## src/fcf_pkg.sv

```systemverilog
// Package with register indices, field positions and reset values of the flash command front end.
// Summary of operation
// - The program and erase engine runs from a timing tick made by dividing the oscillator, not from the bus clock.
// - Command, address and data sit in a two-deep queue of one buffer and one active stage, so a new command is taken while the last one runs.
// - When two word-program commands target the same row and the second is already queued, high voltage stays on between them.
// - A buffer-empty flag and a command-complete flag are raised, and each requests an interrupt only when its enable is set.
// - Divider bit 7 is a read-only loaded flag that reads 0 until the first divider write after reset and 1 afterwards.
// - All divider bits read back; bits 6 to 0 take only the first write after reset and bit 7 ignores every write.
// - Divider bit 6 feeds the oscillator straight into the divider when 0, or divided by eight when 1.
// - The six-bit divide field in bits 5 to 0 with the prescale select sets the ratio, at most 512 overall.
// - The security register reads back in all bits and ignores every write.
// - The security register is loaded from the configuration byte during reset.
// - Each factory-test register reads zero in every bit and ignores writes.
// - A command launched while the divider was never written since reset is not executed and sets the access-error flag.
package fcf_pkg;
  localparam int unsigned REG_COUNT = 16;
  localparam logic [3:0] IDX_DIVIDER   = 4'h0;
  localparam logic [3:0] IDX_SECURITY  = 4'h1;
  localparam logic [3:0] IDX_RSVD_2    = 4'h2;
  localparam logic [3:0] IDX_CONFIG    = 4'h3;
  localparam logic [3:0] IDX_PROTECT   = 4'h4;
  localparam logic [3:0] IDX_STATUS    = 4'h5;
  localparam logic [3:0] IDX_COMMAND   = 4'h6;
  localparam logic [3:0] IDX_RSVD_7    = 4'h7;
  localparam logic [3:0] IDX_ADDR_HI   = 4'h8;
  localparam logic [3:0] IDX_ADDR_LO   = 4'h9;
  localparam logic [3:0] IDX_DATA_HI   = 4'hA;
  localparam logic [3:0] IDX_DATA_LO   = 4'hB;
  localparam logic [3:0] IDX_TEST_C    = 4'hC;
  localparam logic [3:0] IDX_TEST_D    = 4'hD;
  localparam logic [3:0] IDX_TEST_E    = 4'hE;
  localparam logic [3:0] IDX_TEST_F    = 4'hF;
  localparam int unsigned DIV_LOADED_BIT   = 7;
  localparam int unsigned DIV_PRESCALE_BIT = 6;
  localparam int unsigned DIV_FIELD_W      = 6;
  localparam int unsigned CFG_BEMPTY_IE_BIT = 7;
  localparam int unsigned CFG_CDONE_IE_BIT  = 6;
  localparam int unsigned STAT_BEMPTY_BIT   = 7;
  localparam int unsigned STAT_CDONE_BIT    = 6;
  localparam int unsigned STAT_ACCESS_ERROR_FLAG_BIT   = 4;
  localparam int unsigned CMD_W             = 7;
  localparam logic [2:0]  PRESCALE_LAST     = 3'h7;
  localparam logic [5:0]  DIV_FIELD_RESET   = 6'h00;
  localparam logic [6:0]  CMD_RESET         = 7'h00;
  localparam logic [15:0] WORD_RESET        = 16'h0000;
  localparam logic [31:0] READ_ZERO         = 32'h00000000;
endpackage : fcf_pkg

```

## src/fcf_flash_front_end.sv

```systemverilog
// Flash command front end: APB registers, write-once divider, two-stage command queue.
//
// Chosen here: register access over APB.
`timescale 1ns/1ns
module fcf_flash_front_end #(
  parameter int          ADDR_W           = 8,
  parameter int          EXEC_TICKS       = 4,
  parameter int          ROW_LSB          = 6,
  parameter logic [6:0]  CMD_WORD_PROGRAM = 7'h20
) (
  input  wire logic              clk,
  input  wire logic              rst,
  input  wire logic              oscClk,
  input  wire logic [7:0]        cfgSecurityByte,
  input  wire logic              psel,
  input  wire logic              penable,
  input  wire logic              pwrite,
  input  wire logic [ADDR_W-1:0] paddr,
  input  wire logic [31:0]       pwdata,
  output logic [31:0]            prdata,
  output logic                   pready,
  output logic                   pslverr,
  output logic                   bufferEmptyIrq,
  output logic                   commandCompleteIrq,
  output logic                   flashTimingTick,
  output logic                   execBusy,
  output logic [6:0]             execCommand,
  output logic [15:0]            execAddress,
  output logic [15:0]            execData,
  output logic                   highVoltageOn
);
  typedef enum logic {FCF_ACT_IDLE, FCF_ACT_RUN} fcf_act_t;

  logic        osc1_q, osc2_q, osc3_q;
  logic        oscRise;
  logic        loaded_q, loaded_d;
  logic        prescale_q, prescale_d;
  logic [5:0]  divField_q, divField_d;
  logic [7:0]  security_q;
  logic        bEmptyIe_q, bEmptyIe_d;
  logic        cDoneIe_q, cDoneIe_d;
  logic        access_error_flag_q, access_error_flag_d;
  logic [6:0]  bufCmd_q, bufCmd_d;
  logic [15:0] bufAddr_q, bufAddr_d;
  logic [15:0] bufData_q, bufData_d;
  logic        cmdWritten_q, cmdWritten_d;
  logic        bufFull_q, bufFull_d;
  fcf_act_t    act_q, act_d;
  logic [6:0]  actCmd_q, actCmd_d;
  logic [15:0] actAddr_q, actAddr_d;
  logic [15:0] actData_q, actData_d;
  logic [7:0]  tickCnt_q, tickCnt_d;
  logic        hv_q, hv_d;
  logic [31:0] rdata_q, rdata_d;
  logic        slvErr_q, slvErr_d;
  logic        setup, wrAccess, mapped, launch, done, keepHv, moveIn;
  logic [3:0]  idx;
  logic        bufferEmpty, commandComplete;

  // Oscillator is asynchronous to the bus clock; only the second stage onward is read.
  always_ff @(posedge clk) begin
    if (rst) begin
      osc1_q <= 1'b0;
      osc2_q <= 1'b0;
      osc3_q <= 1'b0;
    end else begin
      osc1_q <= oscClk;
      osc2_q <= osc1_q;
      osc3_q <= osc2_q;
    end
  end
  assign oscRise = osc2_q && !osc3_q;

  fcf_timing_div u_div (
    .clk             (clk),
    .rst             (rst),
    .oscRise         (oscRise),
    .enable          (loaded_q),
    .prescaleByEight (prescale_q),
    .divideField     (divField_q),
    .flashTimingTick (flashTimingTick)
  );

  assign idx      = paddr[5:2];
  assign mapped   = (paddr >> 6) == '0;
  assign setup    = psel && !penable;
  assign wrAccess = psel && penable && pwrite && mapped;
  assign launch   = wrAccess && idx == fcf_pkg::IDX_STATUS
                    && pwdata[fcf_pkg::STAT_BEMPTY_BIT] && !bufFull_q;
  assign done     = act_q == FCF_ACT_RUN && flashTimingTick
                    && tickCnt_q == 8'(EXEC_TICKS - 1);
  assign keepHv   = bufFull_q && actCmd_q == CMD_WORD_PROGRAM && bufCmd_q == CMD_WORD_PROGRAM
                    && actAddr_q[15:ROW_LSB] == bufAddr_q[15:ROW_LSB];
  assign moveIn   = bufFull_q && (act_q == FCF_ACT_IDLE || (done && keepHv));
  assign bufferEmpty     = !bufFull_q;
  assign commandComplete = !bufFull_q && act_q == FCF_ACT_IDLE;

  // Register writes and the command queue.
  always_comb begin
    loaded_d     = loaded_q;
    prescale_d   = prescale_q;
    divField_d   = divField_q;
    bEmptyIe_d   = bEmptyIe_q;
    cDoneIe_d    = cDoneIe_q;
    access_error_flag_d     = access_error_flag_q;
    bufCmd_d     = bufCmd_q;
    bufAddr_d    = bufAddr_q;
    bufData_d    = bufData_q;
    cmdWritten_d = cmdWritten_q;
    bufFull_d    = bufFull_q;
    if (wrAccess) begin
      case (idx)
        fcf_pkg::IDX_DIVIDER: begin
          if (!loaded_q) begin
            prescale_d = pwdata[fcf_pkg::DIV_PRESCALE_BIT];
            divField_d = pwdata[fcf_pkg::DIV_FIELD_W-1:0];
            loaded_d   = 1'b1;
          end
        end
        fcf_pkg::IDX_CONFIG: begin
          bEmptyIe_d = pwdata[fcf_pkg::CFG_BEMPTY_IE_BIT];
          cDoneIe_d  = pwdata[fcf_pkg::CFG_CDONE_IE_BIT];
        end
        fcf_pkg::IDX_STATUS: begin
          if (pwdata[fcf_pkg::STAT_ACCESS_ERROR_FLAG_BIT]) begin
            access_error_flag_d = 1'b0;
          end
        end
        fcf_pkg::IDX_COMMAND: begin
          if (!bufFull_q) begin
            bufCmd_d     = pwdata[fcf_pkg::CMD_W-1:0];
            cmdWritten_d = 1'b1;
          end
        end
        fcf_pkg::IDX_ADDR_HI: begin
          if (!bufFull_q) begin
            bufAddr_d[15:8] = pwdata[7:0];
          end
        end
        fcf_pkg::IDX_ADDR_LO: begin
          if (!bufFull_q) begin
            bufAddr_d[7:0] = pwdata[7:0];
          end
        end
        fcf_pkg::IDX_DATA_HI: begin
          if (!bufFull_q) begin
            bufData_d[15:8] = pwdata[7:0];
          end
        end
        fcf_pkg::IDX_DATA_LO: begin
          if (!bufFull_q) begin
            bufData_d[7:0] = pwdata[7:0];
          end
        end
        default: begin
          // Security and factory-test registers ignore writes.
        end
      endcase
    end
    if (launch) begin
      if (!loaded_q || !cmdWritten_q) begin
        access_error_flag_d = 1'b1;
      end else begin
        bufFull_d    = 1'b1;
        cmdWritten_d = 1'b0;
      end
    end
    if (moveIn) begin
      bufFull_d = 1'b0;
    end
  end

  // Active stage: runs for a fixed count of timing ticks, standing in for the engine.
  always_comb begin
    act_d     = act_q;
    actCmd_d  = actCmd_q;
    actAddr_d = actAddr_q;
    actData_d = actData_q;
    tickCnt_d = tickCnt_q;
    hv_d      = hv_q;
    case (act_q)
      FCF_ACT_IDLE: begin
        tickCnt_d = 8'h00;
      end
      FCF_ACT_RUN: begin
        if (done) begin
          tickCnt_d = 8'h00;
          act_d     = keepHv ? FCF_ACT_RUN : FCF_ACT_IDLE;
          hv_d      = keepHv;
        end else if (flashTimingTick) begin
          tickCnt_d = tickCnt_q + 8'h01;
        end
      end
      default: begin
        act_d = FCF_ACT_IDLE;
      end
    endcase
    if (moveIn) begin
      act_d     = FCF_ACT_RUN;
      actCmd_d  = bufCmd_q;
      actAddr_d = bufAddr_q;
      actData_d = bufData_q;
      hv_d      = 1'b1;
    end
  end

  // Read data is captured in the setup cycle so the access phase answers at once.
  always_comb begin
    rdata_d  = fcf_pkg::READ_ZERO;
    slvErr_d = 1'b0;
    if (setup) begin
      slvErr_d = !mapped;
      if (mapped && !pwrite) begin
        case (idx)
          fcf_pkg::IDX_DIVIDER: rdata_d[7:0] = {loaded_q, prescale_q, divField_q};
          fcf_pkg::IDX_SECURITY: rdata_d[7:0] = security_q;
          fcf_pkg::IDX_CONFIG: begin
            rdata_d[fcf_pkg::CFG_BEMPTY_IE_BIT] = bEmptyIe_q;
            rdata_d[fcf_pkg::CFG_CDONE_IE_BIT]  = cDoneIe_q;
          end
          fcf_pkg::IDX_STATUS: begin
            rdata_d[fcf_pkg::STAT_BEMPTY_BIT] = bufferEmpty;
            rdata_d[fcf_pkg::STAT_CDONE_BIT]  = commandComplete;
            rdata_d[fcf_pkg::STAT_ACCESS_ERROR_FLAG_BIT] = access_error_flag_q;
          end
          fcf_pkg::IDX_COMMAND: rdata_d[6:0] = bufCmd_q;
          fcf_pkg::IDX_ADDR_HI: rdata_d[7:0] = bufAddr_q[15:8];
          fcf_pkg::IDX_ADDR_LO: rdata_d[7:0] = bufAddr_q[7:0];
          fcf_pkg::IDX_DATA_HI: rdata_d[7:0] = bufData_q[15:8];
          fcf_pkg::IDX_DATA_LO: rdata_d[7:0] = bufData_q[7:0];
          default: rdata_d = fcf_pkg::READ_ZERO;
        endcase
      end
    end
  end

  always_ff @(posedge clk) begin
    if (rst) begin
      loaded_q     <= 1'b0;
      prescale_q   <= 1'b0;
      divField_q   <= fcf_pkg::DIV_FIELD_RESET;
      security_q   <= cfgSecurityByte;
      bEmptyIe_q   <= 1'b0;
      cDoneIe_q    <= 1'b0;
      access_error_flag_q     <= 1'b0;
      bufCmd_q     <= fcf_pkg::CMD_RESET;
      bufAddr_q    <= fcf_pkg::WORD_RESET;
      bufData_q    <= fcf_pkg::WORD_RESET;
      cmdWritten_q <= 1'b0;
      bufFull_q    <= 1'b0;
      act_q        <= FCF_ACT_IDLE;
      actCmd_q     <= fcf_pkg::CMD_RESET;
      actAddr_q    <= fcf_pkg::WORD_RESET;
      actData_q    <= fcf_pkg::WORD_RESET;
      tickCnt_q    <= 8'h00;
      hv_q         <= 1'b0;
      rdata_q      <= fcf_pkg::READ_ZERO;
      slvErr_q     <= 1'b0;
    end else begin
      loaded_q     <= loaded_d;
      prescale_q   <= prescale_d;
      divField_q   <= divField_d;
      bEmptyIe_q   <= bEmptyIe_d;
      cDoneIe_q    <= cDoneIe_d;
      access_error_flag_q     <= access_error_flag_d;
      bufCmd_q     <= bufCmd_d;
      bufAddr_q    <= bufAddr_d;
      bufData_q    <= bufData_d;
      cmdWritten_q <= cmdWritten_d;
      bufFull_q    <= bufFull_d;
      act_q        <= act_d;
      actCmd_q     <= actCmd_d;
      actAddr_q    <= actAddr_d;
      actData_q    <= actData_d;
      tickCnt_q    <= tickCnt_d;
      hv_q         <= hv_d;
      rdata_q      <= rdata_d;
      slvErr_q     <= slvErr_d;
    end
  end

  assign prdata             = rdata_q;
  assign pready             = 1'b1;
  assign pslverr            = slvErr_q && psel && penable;
  assign bufferEmptyIrq     = bufferEmpty && bEmptyIe_q;
  assign commandCompleteIrq = commandComplete && cDoneIe_q;
  assign execBusy           = act_q == FCF_ACT_RUN;
  assign execCommand        = actCmd_q;
  assign execAddress        = actAddr_q;
  assign execData           = actData_q;
  assign highVoltageOn      = hv_q;
endmodule : fcf_flash_front_end

```

## src/fcf_timing_div.sv

```systemverilog
// Prescaler and divider that turn oscillator edges into the flash timing tick.
`timescale 1ns/1ns
module fcf_timing_div (
  input  wire logic       clk,
  input  wire logic       rst,
  input  wire logic       oscRise,
  input  wire logic       enable,
  input  wire logic       prescaleByEight,
  input  wire logic [5:0] divideField,
  output logic            flashTimingTick
);
  logic [2:0] preCnt_q;
  logic [2:0] preCnt_d;
  logic [5:0] divCnt_q;
  logic [5:0] divCnt_d;
  logic       tick_d;
  logic       stageTick;

  always_comb begin
    preCnt_d = preCnt_q;
    divCnt_d = divCnt_q;
    tick_d   = 1'b0;
    stageTick = 1'b0;
    if (enable && oscRise) begin
      preCnt_d  = preCnt_q + 3'h1;
      stageTick = prescaleByEight ? (preCnt_q == fcf_pkg::PRESCALE_LAST) : 1'b1;
    end
    if (stageTick) begin
      if (divCnt_q == divideField) begin
        divCnt_d = fcf_pkg::DIV_FIELD_RESET;
        tick_d   = 1'b1;
      end else begin
        divCnt_d = divCnt_q + 6'h01;
      end
    end
  end

  always_ff @(posedge clk) begin
    if (rst) begin
      preCnt_q        <= 3'h0;
      divCnt_q        <= fcf_pkg::DIV_FIELD_RESET;
      flashTimingTick <= 1'b0;
    end else begin
      preCnt_q        <= preCnt_d;
      divCnt_q        <= divCnt_d;
      flashTimingTick <= tick_d;
    end
  end
endmodule : fcf_timing_div

```

## config.mk

```make
export PLATFORM = sky130hd
export DESIGN_NAME = fcf_flash_front_end
export DESIGN_NICKNAME = d
export VERILOG_FILES = /design/src/fcf_pkg.sv /design/src/fcf_flash_front_end.sv /design/src/fcf_timing_div.sv
export SDC_FILE = /design/constraint.sdc
export NUM_CORES = 1
export LEC_CHECK = 0
export BUFFER_PORTS_ARGS = -buffer_cell sky130_fd_sc_hd__clkbuf_2
export CAP_MARGIN = 10
export CORE_MARGIN = 2
export CORE_UTILIZATION = 48
export CTS_CLUSTER_DIAMETER = 100
export DETAILED_ROUTE_END_ITERATION = 10
export GPL_ROUTABILITY_DRIVEN = 1
export PLACE_DENSITY = 0.72
export SLEW_MARGIN = 20
export SYNTH_ARGS = -nofsm -noshare
export SYNTH_HDL_FRONTEND = slang
export SYNTH_SLANG_ARGS = --single-unit
```

## constraint.sdc

```tcl
create_clock -name clk -period 1.95 [get_ports clk]
set_clock_uncertainty 0.05 [all_clocks]
set_input_delay 0.4875 -clock clk [delete_from_list [all_inputs] [get_ports clk]]
set_output_delay 0.4875 -clock clk [all_outputs]
set_load 0.01 [all_outputs]
```

Word-level counts from Yosys, hierarchy flattened
Index checks and enable logic that the tools add are counted.
{"block": "word_totals", "elab_cells": 132, "inputBits": 54, "latch_bits": 0, "memories": 0, "ramBits": 0, "reg_bits": 155, "out_inout_bits": 78, "rom_bits": 0}
{"block": "classes", "multipliers": 0, "n_shift": 0, "n_reduce_logical": 49, "order_cmp": 0, "addsub": 3, "eq_ne": 15, "n_div": 0, "muxes": 29, "bitwise_logic": 7}
{"operator": "case mux 4 bit (7 select lines)", "n": 1}
{"operator": "logical AND 1 bit", "n": 22}
{"operator": "2-to-1 mux 1 bit", "n": 20}
{"operator": "AND reduction 3 bit", "n": 6}
{"operator": "equality test 4 bit (second input constant)", "n": 4}
{"operator": "2-to-1 mux 8 bit", "n": 2}
{"operator": "case mux 1 bit (8 select lines)", "n": 2}
{"operator": "case mux 8 bit (2 select lines)", "n": 1}
{"operator": "equality test 7 x 6 -> 1 bit (second input constant)", "n": 2}
{"operator": "equality test 10 bit", "n": 1}
{"operator": "case mux 1 bit (9 select lines)", "n": 1}
{"operator": "adder 8 x 1 -> 8 bit (second input constant)", "n": 1}
{"operator": "equality test 4 x 3 -> 1 bit (second input constant)", "n": 2}
{"operator": "equality test 8 x 2 -> 1 bit (second input constant)", "n": 1}
{"operator": "logical NOT 8 bit", "n": 1}
{"operator": "AND reduction 2 bit", "n": 4}
{"operator": "logical NOT 1 bit", "n": 7}
{"operator": "NOT 1 bit", "n": 7}
{"operator": "case mux 1 bit (7 select lines)", "n": 1}
{"operator": "adder 6 x 1 -> 6 bit (second input constant)", "n": 1}
{"operator": "equality test 6 bit", "n": 1}
{"operator": "2-to-1 mux 6 bit", "n": 1}
{"operator": "OR reduction 2 bit", "n": 3}
{"operator": "equality test 4 x 1 -> 1 bit (second input constant)", "n": 1}
{"operator": "other kinds (8)", "n": 10}

Longest topological paths before layout
Gate-level depths: netlist of the first run.
{"block": "logic_depth", "depth_word": 9, "depth_mapped": 8, "ltp_nobuf": 7}

Modules after synthesis
From an unflattened synthesis of the first run, not the netlist that was laid out.
{"block": "unflattened", "cells_unflattened": 714, "hier_area_um2": 6271.0}
{"mod": "fcf_flash_front_end", "area_each_um2": 5773.0, "instances": 1, "seq_area_each_um2": 2502.4, "cells_each": 659}
{"mod": "fcf_timing_div", "area_each_um2": 498.0, "instances": 1, "seq_area_each_um2": 200.2, "cells_each": 55}

Worst setup path after synthesis of the first run
No wires, ideal clock.
{"block": "synth_timing", "path_kind": "register to register", "from": "reg actAddr_q[8], in the netlist execAddress[8]", "to": "reg actAddr_q[12], in the netlist execAddress[12]", "slack_ns": -0.163, "synth_period_minus_slack_ns": 2.113, "setup_time_ns": 0.117, "arrival_time_ns": 1.946, "required_ns": 1.783, "path_stages_with_launch": 7, "path_buffers": 1, "path_cell_list": "dfxtp_1 xor2_1 or4_4 nor4_4 a211oi_4 buf_6 a22o_1"}
{"block": "synth_between", "elab_chain_cells": 5}
{"element": "from (decl)", "line": "fcf_flash_front_end.sv:50", "text": "logic [15:0] actAddr_q, actAddr_d;"}
{"element": "from (signal assigned)", "line": "fcf_flash_front_end.sv:253", "text": "actAddr_q <= fcf_pkg::WORD_RESET;"}
{"element": "from (signal assigned)", "line": "fcf_flash_front_end.sv:273", "text": "actAddr_q <= actAddr_d;"}
{"element": "equality test 10 bit", "line": "fcf_flash_front_end.sv:93", "text": "&& actAddr_q[15:ROW_LSB] == bufAddr_q[15:ROW_LSB];"}
{"element": "logical AND 1 bit", "line": "fcf_flash_front_end.sv:93"}
{"element": "logical AND 1 bit", "line": "fcf_flash_front_end.sv:94", "text": "assign moveIn = bufFull_q && (act_q == FCF_ACT_IDLE || (done && keepHv));"}
{"element": "logical OR 1 bit", "line": "fcf_flash_front_end.sv:94"}
{"element": "logical AND 1 bit", "line": "fcf_flash_front_end.sv:94"}
Every way passes these cells.
A chain may end at the register's enable or synchronous reset.

Final worst setup path of the first run
{"block": "layout_timing", "from": "reg actAddr_q[8], in the netlist execAddress[8]", "to": "reg actData_q[0], in the netlist execData[0]"}
{"block": "layout_between", "elab_chain_cells": 5}
{"element": "equality test 10 bit", "line": "fcf_flash_front_end.sv:93"}
{"element": "logical AND 1 bit", "line": "fcf_flash_front_end.sv:93"}
{"element": "logical AND 1 bit", "line": "fcf_flash_front_end.sv:94"}
{"element": "logical OR 1 bit", "line": "fcf_flash_front_end.sv:94"}
{"element": "logical AND 1 bit", "line": "fcf_flash_front_end.sv:94"}
{"element": "to (signal assigned)", "line": "fcf_flash_front_end.sv:254", "text": "actData_q <= fcf_pkg::WORD_RESET;"}
{"element": "to (signal assigned)", "line": "fcf_flash_front_end.sv:274", "text": "actData_q <= actData_d;"}
{"element": "to (decl)", "line": "fcf_flash_front_end.sv:51", "text": "logic [15:0] actData_q, actData_d;"}
Every way passes these cells.

==> impl_metrics.env, run 1 <==
export IMPL_status="complete, but fails checks"
export IMPL_failed_checks="setup timing"
export IMPL_seq_power_share=0.421
export IMPL_yosys_area_top_type="dfxtp_1"
export IMPL_drc=0
export IMPL_finalSetupViolations=34
export IMPL_crit_path_start_kind="flop"
export IMPL_die_y_microns=114
export IMPL_fmax_ghz=0.464
export IMPL_async_flop_share=0
export IMPL_routedWlPerCell_microns=18.5
export IMPL_hold_viol_final=0
export IMPL_nets=833
export IMPL_critPathCaptureType="flop"
export IMPL_routed_via_count=5365
export IMPL_first_pass_iters=6
export IMPL_cts_made_buffers=17
export IMPL_worstPathCellList="xor2_1 > buf_4 > or4_4 > nor4_4 > a211oi_4 > buf_12 > a22o_1"
export IMPL_intPower_mw=5.14
export IMPL_synth_top_area_share=0.427
export IMPL_vdd_drop_max_mv=0.577
export IMPL_critPathRequiredTime_ns=2.21
export IMPL_viasPerCell=5.74
export IMPL_path_buf_inv=2
export IMPL_cts_sinks=131
export IMPL_routed_wl_microns=17300
export IMPL_synthFlopType="dfxtp_1"
export IMPL_place_ws_ns=-0.214
export IMPL_final_cell_mix="119 x dfxtp_1, 82 x buf_4, 80 x clkbuf_2"
export IMPL_nFillCells=999
export IMPL_grt_max_degree=42
export IMPL_path_delay_family="simple AND/OR/NAND/NOR gates"
export IMPL_synth_yosys_seq_area_share=0.469
export IMPL_grtUsageTotal=0.274
export IMPL_clkTransAtPathRegs_ns=0.06
export IMPL_total_power_mw=6.49
export IMPL_worstPathMaxFanout=22
export IMPL_placed_area_sq_um=6850
export IMPL_p_per_area_nw_per_um2=853
export IMPL_core_area_sq_um=11900
export IMPL_hold_ws_ns=0.187
export IMPL_synth_area_leaders="dfxtp_1 43%, a22o_1 5.5%, mux2i_1 4.9%, a21oi_1 4.7%, nand2_1 4.5%"
export IMPL_ys_warn_count=0
export IMPL_post_place_cells=901
export IMPL_clockPowerShare=0.532
export IMPL_cts_root_buf="clkbuf_16"
export IMPL_die_x_microns=114
export IMPL_syn_area_sq_um=5770
export IMPL_cts_tree="yes"
export IMPL_period_needed_ns=2.15
export IMPL_grt_pass1_vias=5198
export IMPL_finish_utilization=0.642
export IMPL_n_antenna_cell=0
export IMPL_switching_power_mw=1.35
export IMPL_h_tree_depth=4
export IMPL_worst_pin_slew_ns=0.592
export IMPL_critical_path_arrival_ns=2.42
export IMPL_synth_cell_types=55
export IMPL_grt_pass1_wl_microns=26900
export IMPL_row_count=40
export IMPL_path_class="flop to flop"
export IMPL_syn_inst=623
export IMPL_rsz0062_at_grt="true"
export IMPL_antenna_found_initial=0
export IMPL_fin_crit_sh=1.10
export IMPL_cts_buffer_depth=2
export IMPL_place_hpwl_microns=12500
export IMPL_power_switching_share=0.208
export IMPL_seqCellArea_sq_um=2710
export IMPL_globalplace_congestion=0.962
export IMPL_initialDrtViolationCount=545
export IMPL_cpPeakStageDelay_ns=0.54
export IMPL_slowest_stage="or4_4"
export IMPL_stdcell_area_sq_um=7610
export IMPL_syn_area_per_cell_sq_um=9.26
export IMPL_syn2layout_area_growth_pct=31.9
export IMPL_hp_class="input port to flop"
export IMPL_layout_cells_non_filler=935
export IMPL_leakage_nw=3.20
export IMPL_drive_gt1_frac=0.291
export IMPL_overflow=0
export IMPL_maxSlewViolCount=0
export IMPL_synth_edff_count=8
export IMPL_multi_input_area_sq_um=2840
export IMPL_slew_headroom=0.595
export IMPL_start_util=0.486
export IMPL_io_pins=132
export IMPL_tns_ns=-5.84
export IMPL_portBuffers=80
export IMPL_setup_ws_ns=-0.204
export IMPL_die_area_sq_um=12900
export IMPL_drv_cap=0
export IMPL_ant_nets=0
export IMPL_clk_latency_ns=0.42
export IMPL_comb_power_share=0.047
export IMPL_synth_seq_cells=131
export IMPL_final_common_cell="dfxtp_1"
==> power by group through the flow <==
stage	Clock, mW	Sequential, mW	Combinational, mW
4_1_cts	3.50	2.73	0.295
5_1_grt	3.60	2.73	0.321
2_1_floorplan	0	2.78	0.186
6_report	3.45	2.73	0.302
3_3_place_gp	0	2.79	0.289
3_5_place_dp	0	2.79	0.292
==> layout make-up <==
type / count / share of cell area
clock buffers: 24 / 0.0661
flip-flops and latches: 131 / 0.356
repair buffers: 173 / 0.159
well taps: 147 / 0.0242
clock inverters: 8 / 0.0191
inverters: 5 / 0.00247
multi-input cells: 447 / 0.374
==> kinds of logic after synthesis <==
logic type / count (synthesis) / share of synthesized area
DFF: 131 / 0.469
AOI/OAI and AO/OA: 128 / 0.157
and+or+nand+nor: 232 / 0.199
other: 2 / 0.00130
buffers and inverters: 68 / 0.0657
muxes: 35 / 0.0642
adders and majority gates: 4 / 0.00868
xor gates and xnor gates: 23 / 0.0349
==> registers in the layout, summed over array words and instances, names as in the netlist, 6 cells and up <==
| name | flops |
|---|---|
| bufAddr_q | 16 |
| bufCmd_q | 7 |
| bufData_q | 16 |
| divField_q | 6 |
| execAddress | 16 |
| execCommand | 7 |
| execData | 16 |
| prdata | 8 |
| security_q | 8 |
| tickCnt_q | 8 |
| u_div.divCnt_q | 6 |
==> per-layer routing <==
| metal | routed length [microns] | GRT usage |
|---|---|---|
| met2 | 8320 | 0.450 |
| met4 | 626 | 0.125 |
| met1 | 6930 | 0.343 |
| met3 | 1380 | 0.0659 |
| met5 | 0 | 0 |
==> worst paths after layout <==
path	startpoint	cells after the start	endpoint	slack, ns
setup reg to reg	execAddress[8]$_SDFFE_PP0P_	7	execData[0]$_SDFFE_PP0P_	-0.20
hold / removal	cfgSecurityByte[7]	1	security_q[7]$_DFFE_PP_	0.19
hold reg to reg	osc1_q$_SDFF_PP0_	1	osc2_q$_SDFF_PP0_	0.40
setup / recovery	execAddress[8]$_SDFFE_PP0P_	7	execData[0]$_SDFFE_PP0P_	-0.20
==> synthesized netlist by cell type, drive strengths merged (3+ instances only) <==
library cell  instances
and3                  7
a32oi                 5
inv                   5
dfxtp               123
mux2                  6
a21oi                54
nand3b                3
nand2                69
a222oi                3
nor2                 55
edfxtp                8
or4                   4
ha                    4
a41oi                 3
xor2                 18
xnor2                 5
nor3b                 4
o21ai                 4
nor2b                11
and2                  5
mux2i                28
nor4                  9
a221oi                3
a32o                  3
a22o                 36
nand3                42
nor3                  5
nand4                 6
buf                  37
clkbuf               26
a211oi                4
a311oi                4
==> repair_timing <==
item,in CTS,in global routing
buffers inserted,2,0
gates resized for setup,8,8
cloned,1,0
setup endpoints to repair,44,64
hold buffers,0,0
pin swaps,4,1
(Power assumes the default switching activity.)
==> run 2: changes to the inputs <==
- BUFFER_PORTS_ARGS: -buffer_cell sky130_fd_sc_hd__clkbuf_2 -> not set
- DONT_BUFFER_PORTS: not set -> 1
- PLACE_DENSITY: 0.72 -> 0.62
==> impl_metrics.env, run 2 (synthesized netlist as in run 1, its figures left out) <==
export IMPL_status="complete, but fails checks"
export IMPL_failed_checks="setup timing"
export IMPL_n_antenna_cell=0
export IMPL_cts_made_buffers=17
export IMPL_cts_root_buf="clkbuf_16"
export IMPL_tns_ns=-6.39
export IMPL_final_common_cell="dfxtp_1"
export IMPL_slowest_stage="or4_4"
export IMPL_grtUsageTotal=0.261
export IMPL_routed_wl_microns=16600
export IMPL_worstPathMaxFanout=15
export IMPL_critPathRequiredTime_ns=2.26
export IMPL_maxSlewViolCount=0
export IMPL_start_util=0.486
export IMPL_path_class="flop to flop"
export IMPL_grt_max_degree=88
export IMPL_hold_viol_final=0
export IMPL_drv_cap=0
export IMPL_initialDrtViolationCount=444
export IMPL_nets=739
export IMPL_h_tree_depth=4
export IMPL_worstPathCellList="xor2_2 > or4_4 > nor4_4 > buf_4 > a41o_4 > buf_16 > a22o_1"
export IMPL_die_y_microns=114
export IMPL_io_pins=132
export IMPL_finalSetupViolations=34
export IMPL_finish_utilization=0.599
export IMPL_syn2layout_area_growth_pct=23.2
export IMPL_fin_crit_sh=1.11
export IMPL_vdd_drop_max_mv=0.621
export IMPL_routedWlPerCell_microns=19.7
export IMPL_cpPeakStageDelay_ns=0.55
export IMPL_fmax_ghz=0.462
export IMPL_ant_nets=0
export IMPL_leakage_nw=2.76
export IMPL_portBuffers=0
export IMPL_cts_buffer_depth=2
export IMPL_grt_pass1_vias=4649
export IMPL_row_count=40
export IMPL_antenna_found_initial=0
export IMPL_crit_path_start_kind="flop"
export IMPL_p_per_area_nw_per_um2=851
export IMPL_core_area_sq_um=11900
export IMPL_overflow=0
export IMPL_place_hpwl_microns=11300
export IMPL_rsz0062_at_grt="true"
export IMPL_period_needed_ns=2.17
export IMPL_viasPerCell=5.91
export IMPL_ff2ff_setup_slack_ns=-0.22
export IMPL_path_delay_family="simple AND/OR/NAND/NOR gates"
export IMPL_hold_ws_ns=0.0884
export IMPL_cts_sinks=131
export IMPL_clkTransAtPathRegs_ns=0.06
export IMPL_grt_pass1_wl_microns=25600
export IMPL_final_cell_mix="114 x dfxtp_1, 67 x buf_4, 66 x nand2_1"
export IMPL_globalplace_congestion=0.956
export IMPL_slew_headroom=0.615
export IMPL_first_pass_iters=5
export IMPL_total_power_mw=6.05
export IMPL_setup_ws_ns=-0.215
export IMPL_clk_latency_ns=0.42
export IMPL_die_area_sq_um=12900
export IMPL_critPathCaptureType="flop"
export IMPL_place_ws_ns=-0.237
export IMPL_drive_gt1_frac=0.212
export IMPL_drc=0
export IMPL_die_x_microns=114
export IMPL_critical_path_arrival_ns=2.47
export IMPL_worst_pin_slew_ns=0.575
export IMPL_routed_via_count=4969
export IMPL_cts_tree="yes"
export IMPL_path_buf_inv=2
export IMPL_hp_class="input port to flop"
## run 2: through the flow
| step | cells | cell area (sq um) |
|---|---|---|
| after floorplan | 646 | 5890 |
| after global placement | 802 | 6300 |
| after detailed placement | 802 | 6300 |
| after CTS | 836 | 6970 |
| after global routing | 841 | 7110 |
| final | 841 | 7110 |
## run 2: layout make-up
cell class / count / area, sq um
Multi-Input combinational cell: 447 / 2870
Fill cell: 1000 / 4750
Inverter: 5 / 18.8
Timing Repair Buffer: 79 / 733
Clock inverter: 15 / 166
Sequential cell: 131 / 2710
Tap cell: 147 / 184
Clock buffer: 17 / 425
## run 2: final timing paths
kind,start,to,cells past startpoint
max,bufAddr_q[14]$_SDFFE_PP0P_,execAddress[13]$_SDFFE_PP0P_,7
max reg2reg,bufAddr_q[14]$_SDFFE_PP0P_,execAddress[13]$_SDFFE_PP0P_,7
min,rst,bufData_q[8]$_SDFFE_PP0P_,1
min reg2reg,osc1_q$_SDFF_PP0_,osc2_q$_SDFF_PP0_,1
## run 2: routing by layer
metal  global-route usage  routed length [microns]  vias up
met3               0.0855                     1570       27
met4               0.0919                      433        0
met5                    0                        0        -
met1                0.349                     7150     2369
li1                     -                        -     2321
met2                0.398                     7440      252
## run 2: report_power, final
part,total (mW),switching [mW],internal [mW]
sequential,2.73,0.00840,2.72
clock,3.15,1.16,1.99
combinational,0.163,0.0978,0.0649
## run 2: timing repair
item,4_1_cts,5_1_grt
setup endpoints to repair,34,65
hold buffers,0,0
setup buffers,0,3
gates resized for setup,10,16
pin swaps,8,8
cloned,2,2
==> run 3: changes to the inputs <==
- CAP_MARGIN: 10 -> 20
- CTS_CLUSTER_SIZE: not set -> 12
- PLACE_DENSITY: 0.62 -> 0.6
- clock period: 1.95 -> 2.2 ns (I/O delays scaled with it)
==> impl_metrics.env, run 3 (synthesized netlist as in run 1, its figures left out) <==
export IMPL_n_antenna_cell=0
export IMPL_start_util=0.486
export IMPL_core_area_sq_um=11900
export IMPL_worstReg2RegStart="execAddress[8]$_SDFFE_PP0P_"
export IMPL_drive_gt1_frac=0.143
export IMPL_final_cell_mix="123 x dfxtp_1, 69 x nand2_1, 55 x nor2_1"
export IMPL_slew_headroom=0.556
export IMPL_hp_class="input port to flop"
export IMPL_cts_tree="yes"
export IMPL_overflow=0
export IMPL_stdcell_area_sq_um=6810
export IMPL_first_pass_iters=6
export IMPL_grt_pass1_wl_microns=24700
export IMPL_tns_ns=0
export IMPL_die_y_microns=114
export IMPL_place_hpwl_microns=11300
export IMPL_row_count=40
export IMPL_routed_wl_microns=15900
export IMPL_routedWlPerCell_microns=19.6
export IMPL_fin_crit_sh=0.963
export IMPL_syn2layout_area_growth_pct=18.0
export IMPL_r2r_end="execAddress[3]$_SDFFE_PP0P_"
export IMPL_globalplace_congestion=0.888
export IMPL_path_buf_inv=2
export IMPL_ff2ff_path_depth=7
export IMPL_crit_path_start_kind="flop"
export IMPL_min_from="rst"
export IMPL_path_delay_family="simple AND/OR/NAND/NOR gates"
export IMPL_leakage_nw=2.61
export IMPL_ant_nets=0
export IMPL_cts_root_buf="clkbuf_16"
export IMPL_post_place_cells=781
export IMPL_worst_pin_slew_ns=0.665
export IMPL_hold_depth=1
export IMPL_portBuffers=0
export IMPL_antenna_found_initial=0
export IMPL_hold_path_end="bufAddr_q[11]$_SDFFE_PP0P_"
export IMPL_hold_ws_ns=0.146
export IMPL_die_area_sq_um=12900
export IMPL_routed_via_count=4773
export IMPL_worstPathCellList="xor2_1 > or4_1 > nor4_2 > buf_4 > a41o_4 > buf_12 > a22o_1"
export IMPL_nets=711
export IMPL_fmax_ghz=0.472
export IMPL_slowest_stage="or4_1"
export IMPL_grt_pass1_vias=4419
export IMPL_grt_max_degree=88
export IMPL_maxSlewViolCount=0
export IMPL_worstPathMaxFanout=21
export IMPL_vdd_drop_max_mv=0.504
export IMPL_cts_sinks=131
export IMPL_placed_area_sq_um=6140
export IMPL_cts_buffer_depth=2
export IMPL_hold_viol_final=0
export IMPL_critical_path_arrival_ns=2.44
export IMPL_die_x_microns=114
export IMPL_io_pins=132
export IMPL_h_tree_depth=4
export IMPL_finalSetupViolations=0
export IMPL_initialDrtViolationCount=464
export IMPL_p_per_area_nw_per_um2=822
export IMPL_path_class="flop to flop"
export IMPL_ff2ff_setup_slack_ns=0.08
export IMPL_final_common_cell="dfxtp_1"
export IMPL_layout_cells_non_filler=813
export IMPL_status="completed"
export IMPL_cts_made_buffers=17
export IMPL_viasPerCell=5.87
export IMPL_clkTransAtPathRegs_ns=0.06
export IMPL_drc=0
export IMPL_cpPeakStageDelay_ns=0.56
export IMPL_cp_depth=7
export IMPL_drv_cap=0
export IMPL_critPathCaptureType="flop"
export IMPL_period_needed_ns=2.12
export IMPL_grtUsageTotal=0.255
export IMPL_critPathRequiredTime_ns=2.52
export IMPL_clk_latency_ns=0.42
## run 3: changes by cell type in the layout (fill, tap and decap cells not counted), sizes merged
cell      change
buf          -26
bufinv        +2
clkbuf        -1
clkinv        -2
clkinvlp      -4
inv           +3
## run 3: per-layer routing
| layer | global-route usage | up-vias | wire length (microns) | part of all wire |
|---|---|---|---|---|
| li1 | - | 2261 | - | - |
| met1 | 0.324 | 2307 | 6810 | 0.43 |
| met2 | 0.415 | 182 | 7700 | 0.48 |
| met3 | 0.0749 | 23 | 1130 | 0.071 |
| met4 | 0.0935 | 0 | 305 | 0.019 |
| met5 | 0 | - | 0 | 0 |
## run 3: worst max-delay path by stage
stage | start | to | slack [ns]
after floorplan | execAddress[8]$_SDFFE_PP0P_ | execAddress[12]$_SDFFE_PP0P_ | 0.09
after global placement | execAddress[8]$_SDFFE_PP0P_ | execAddress[11]$_SDFFE_PP0P_ | 0.04
after detailed placement | execAddress[8]$_SDFFE_PP0P_ | execAddress[11]$_SDFFE_PP0P_ | 0.03
after CTS | execAddress[8]$_SDFFE_PP0P_ | execAddress[6]$_SDFFE_PP0P_ | 0.002
after global routing | tickCnt_q[0]$_SDFFE_PP0P_ | execAddress[2]$_SDFFE_PP0P_ | -0.01
final | execAddress[8]$_SDFFE_PP0P_ | execAddress[3]$_SDFFE_PP0P_ | 0.08
## run 3: metrics by stage
stage	setup WS (ns)	util	power [mW]
global placement	0.0429	0.517	2.59
CTS	0.00242	0.571	5.64
floorplan	0.0873	-	2.63
finish	0.0807	0.574	5.60
detailed placement	0.0337	0.517	2.59
global route	-0.0111	0.574	5.76
## run 3: cell type report
class                      count  area (sq um)
clock buffer                  18           429
clock inverter                14           208
fill                        1073          5050
inverter                       5          18.8
multi-input combinational    447          2800
sequential                   131          2700
tap                          147           184
timing repair buffer          51           462
## run 3: repair_timing
item	in CTS	in global routing
resized for setup	0	5
buffers inserted	0	0
hold buffers	0	0
endpoints found under the setup margin	0	31
## run 3: worst reg2reg max path: cells and delay by family (launching register included)
family | cells | cell delay, ns
compound gates | 2 | 0.39
xor+xnor | 1 | 0.18
buf+inv | 2 | 0.31
flops | 1 | 0.32
simple gates | 2 | 0.82
## run 3: power by group
part | switching, mW | internal (mW)
registers | 0.00860 | 2.41
logic | 0.0798 | 0.0426
clock network | 1.05 | 2.00
total | 1.14 | 4.46
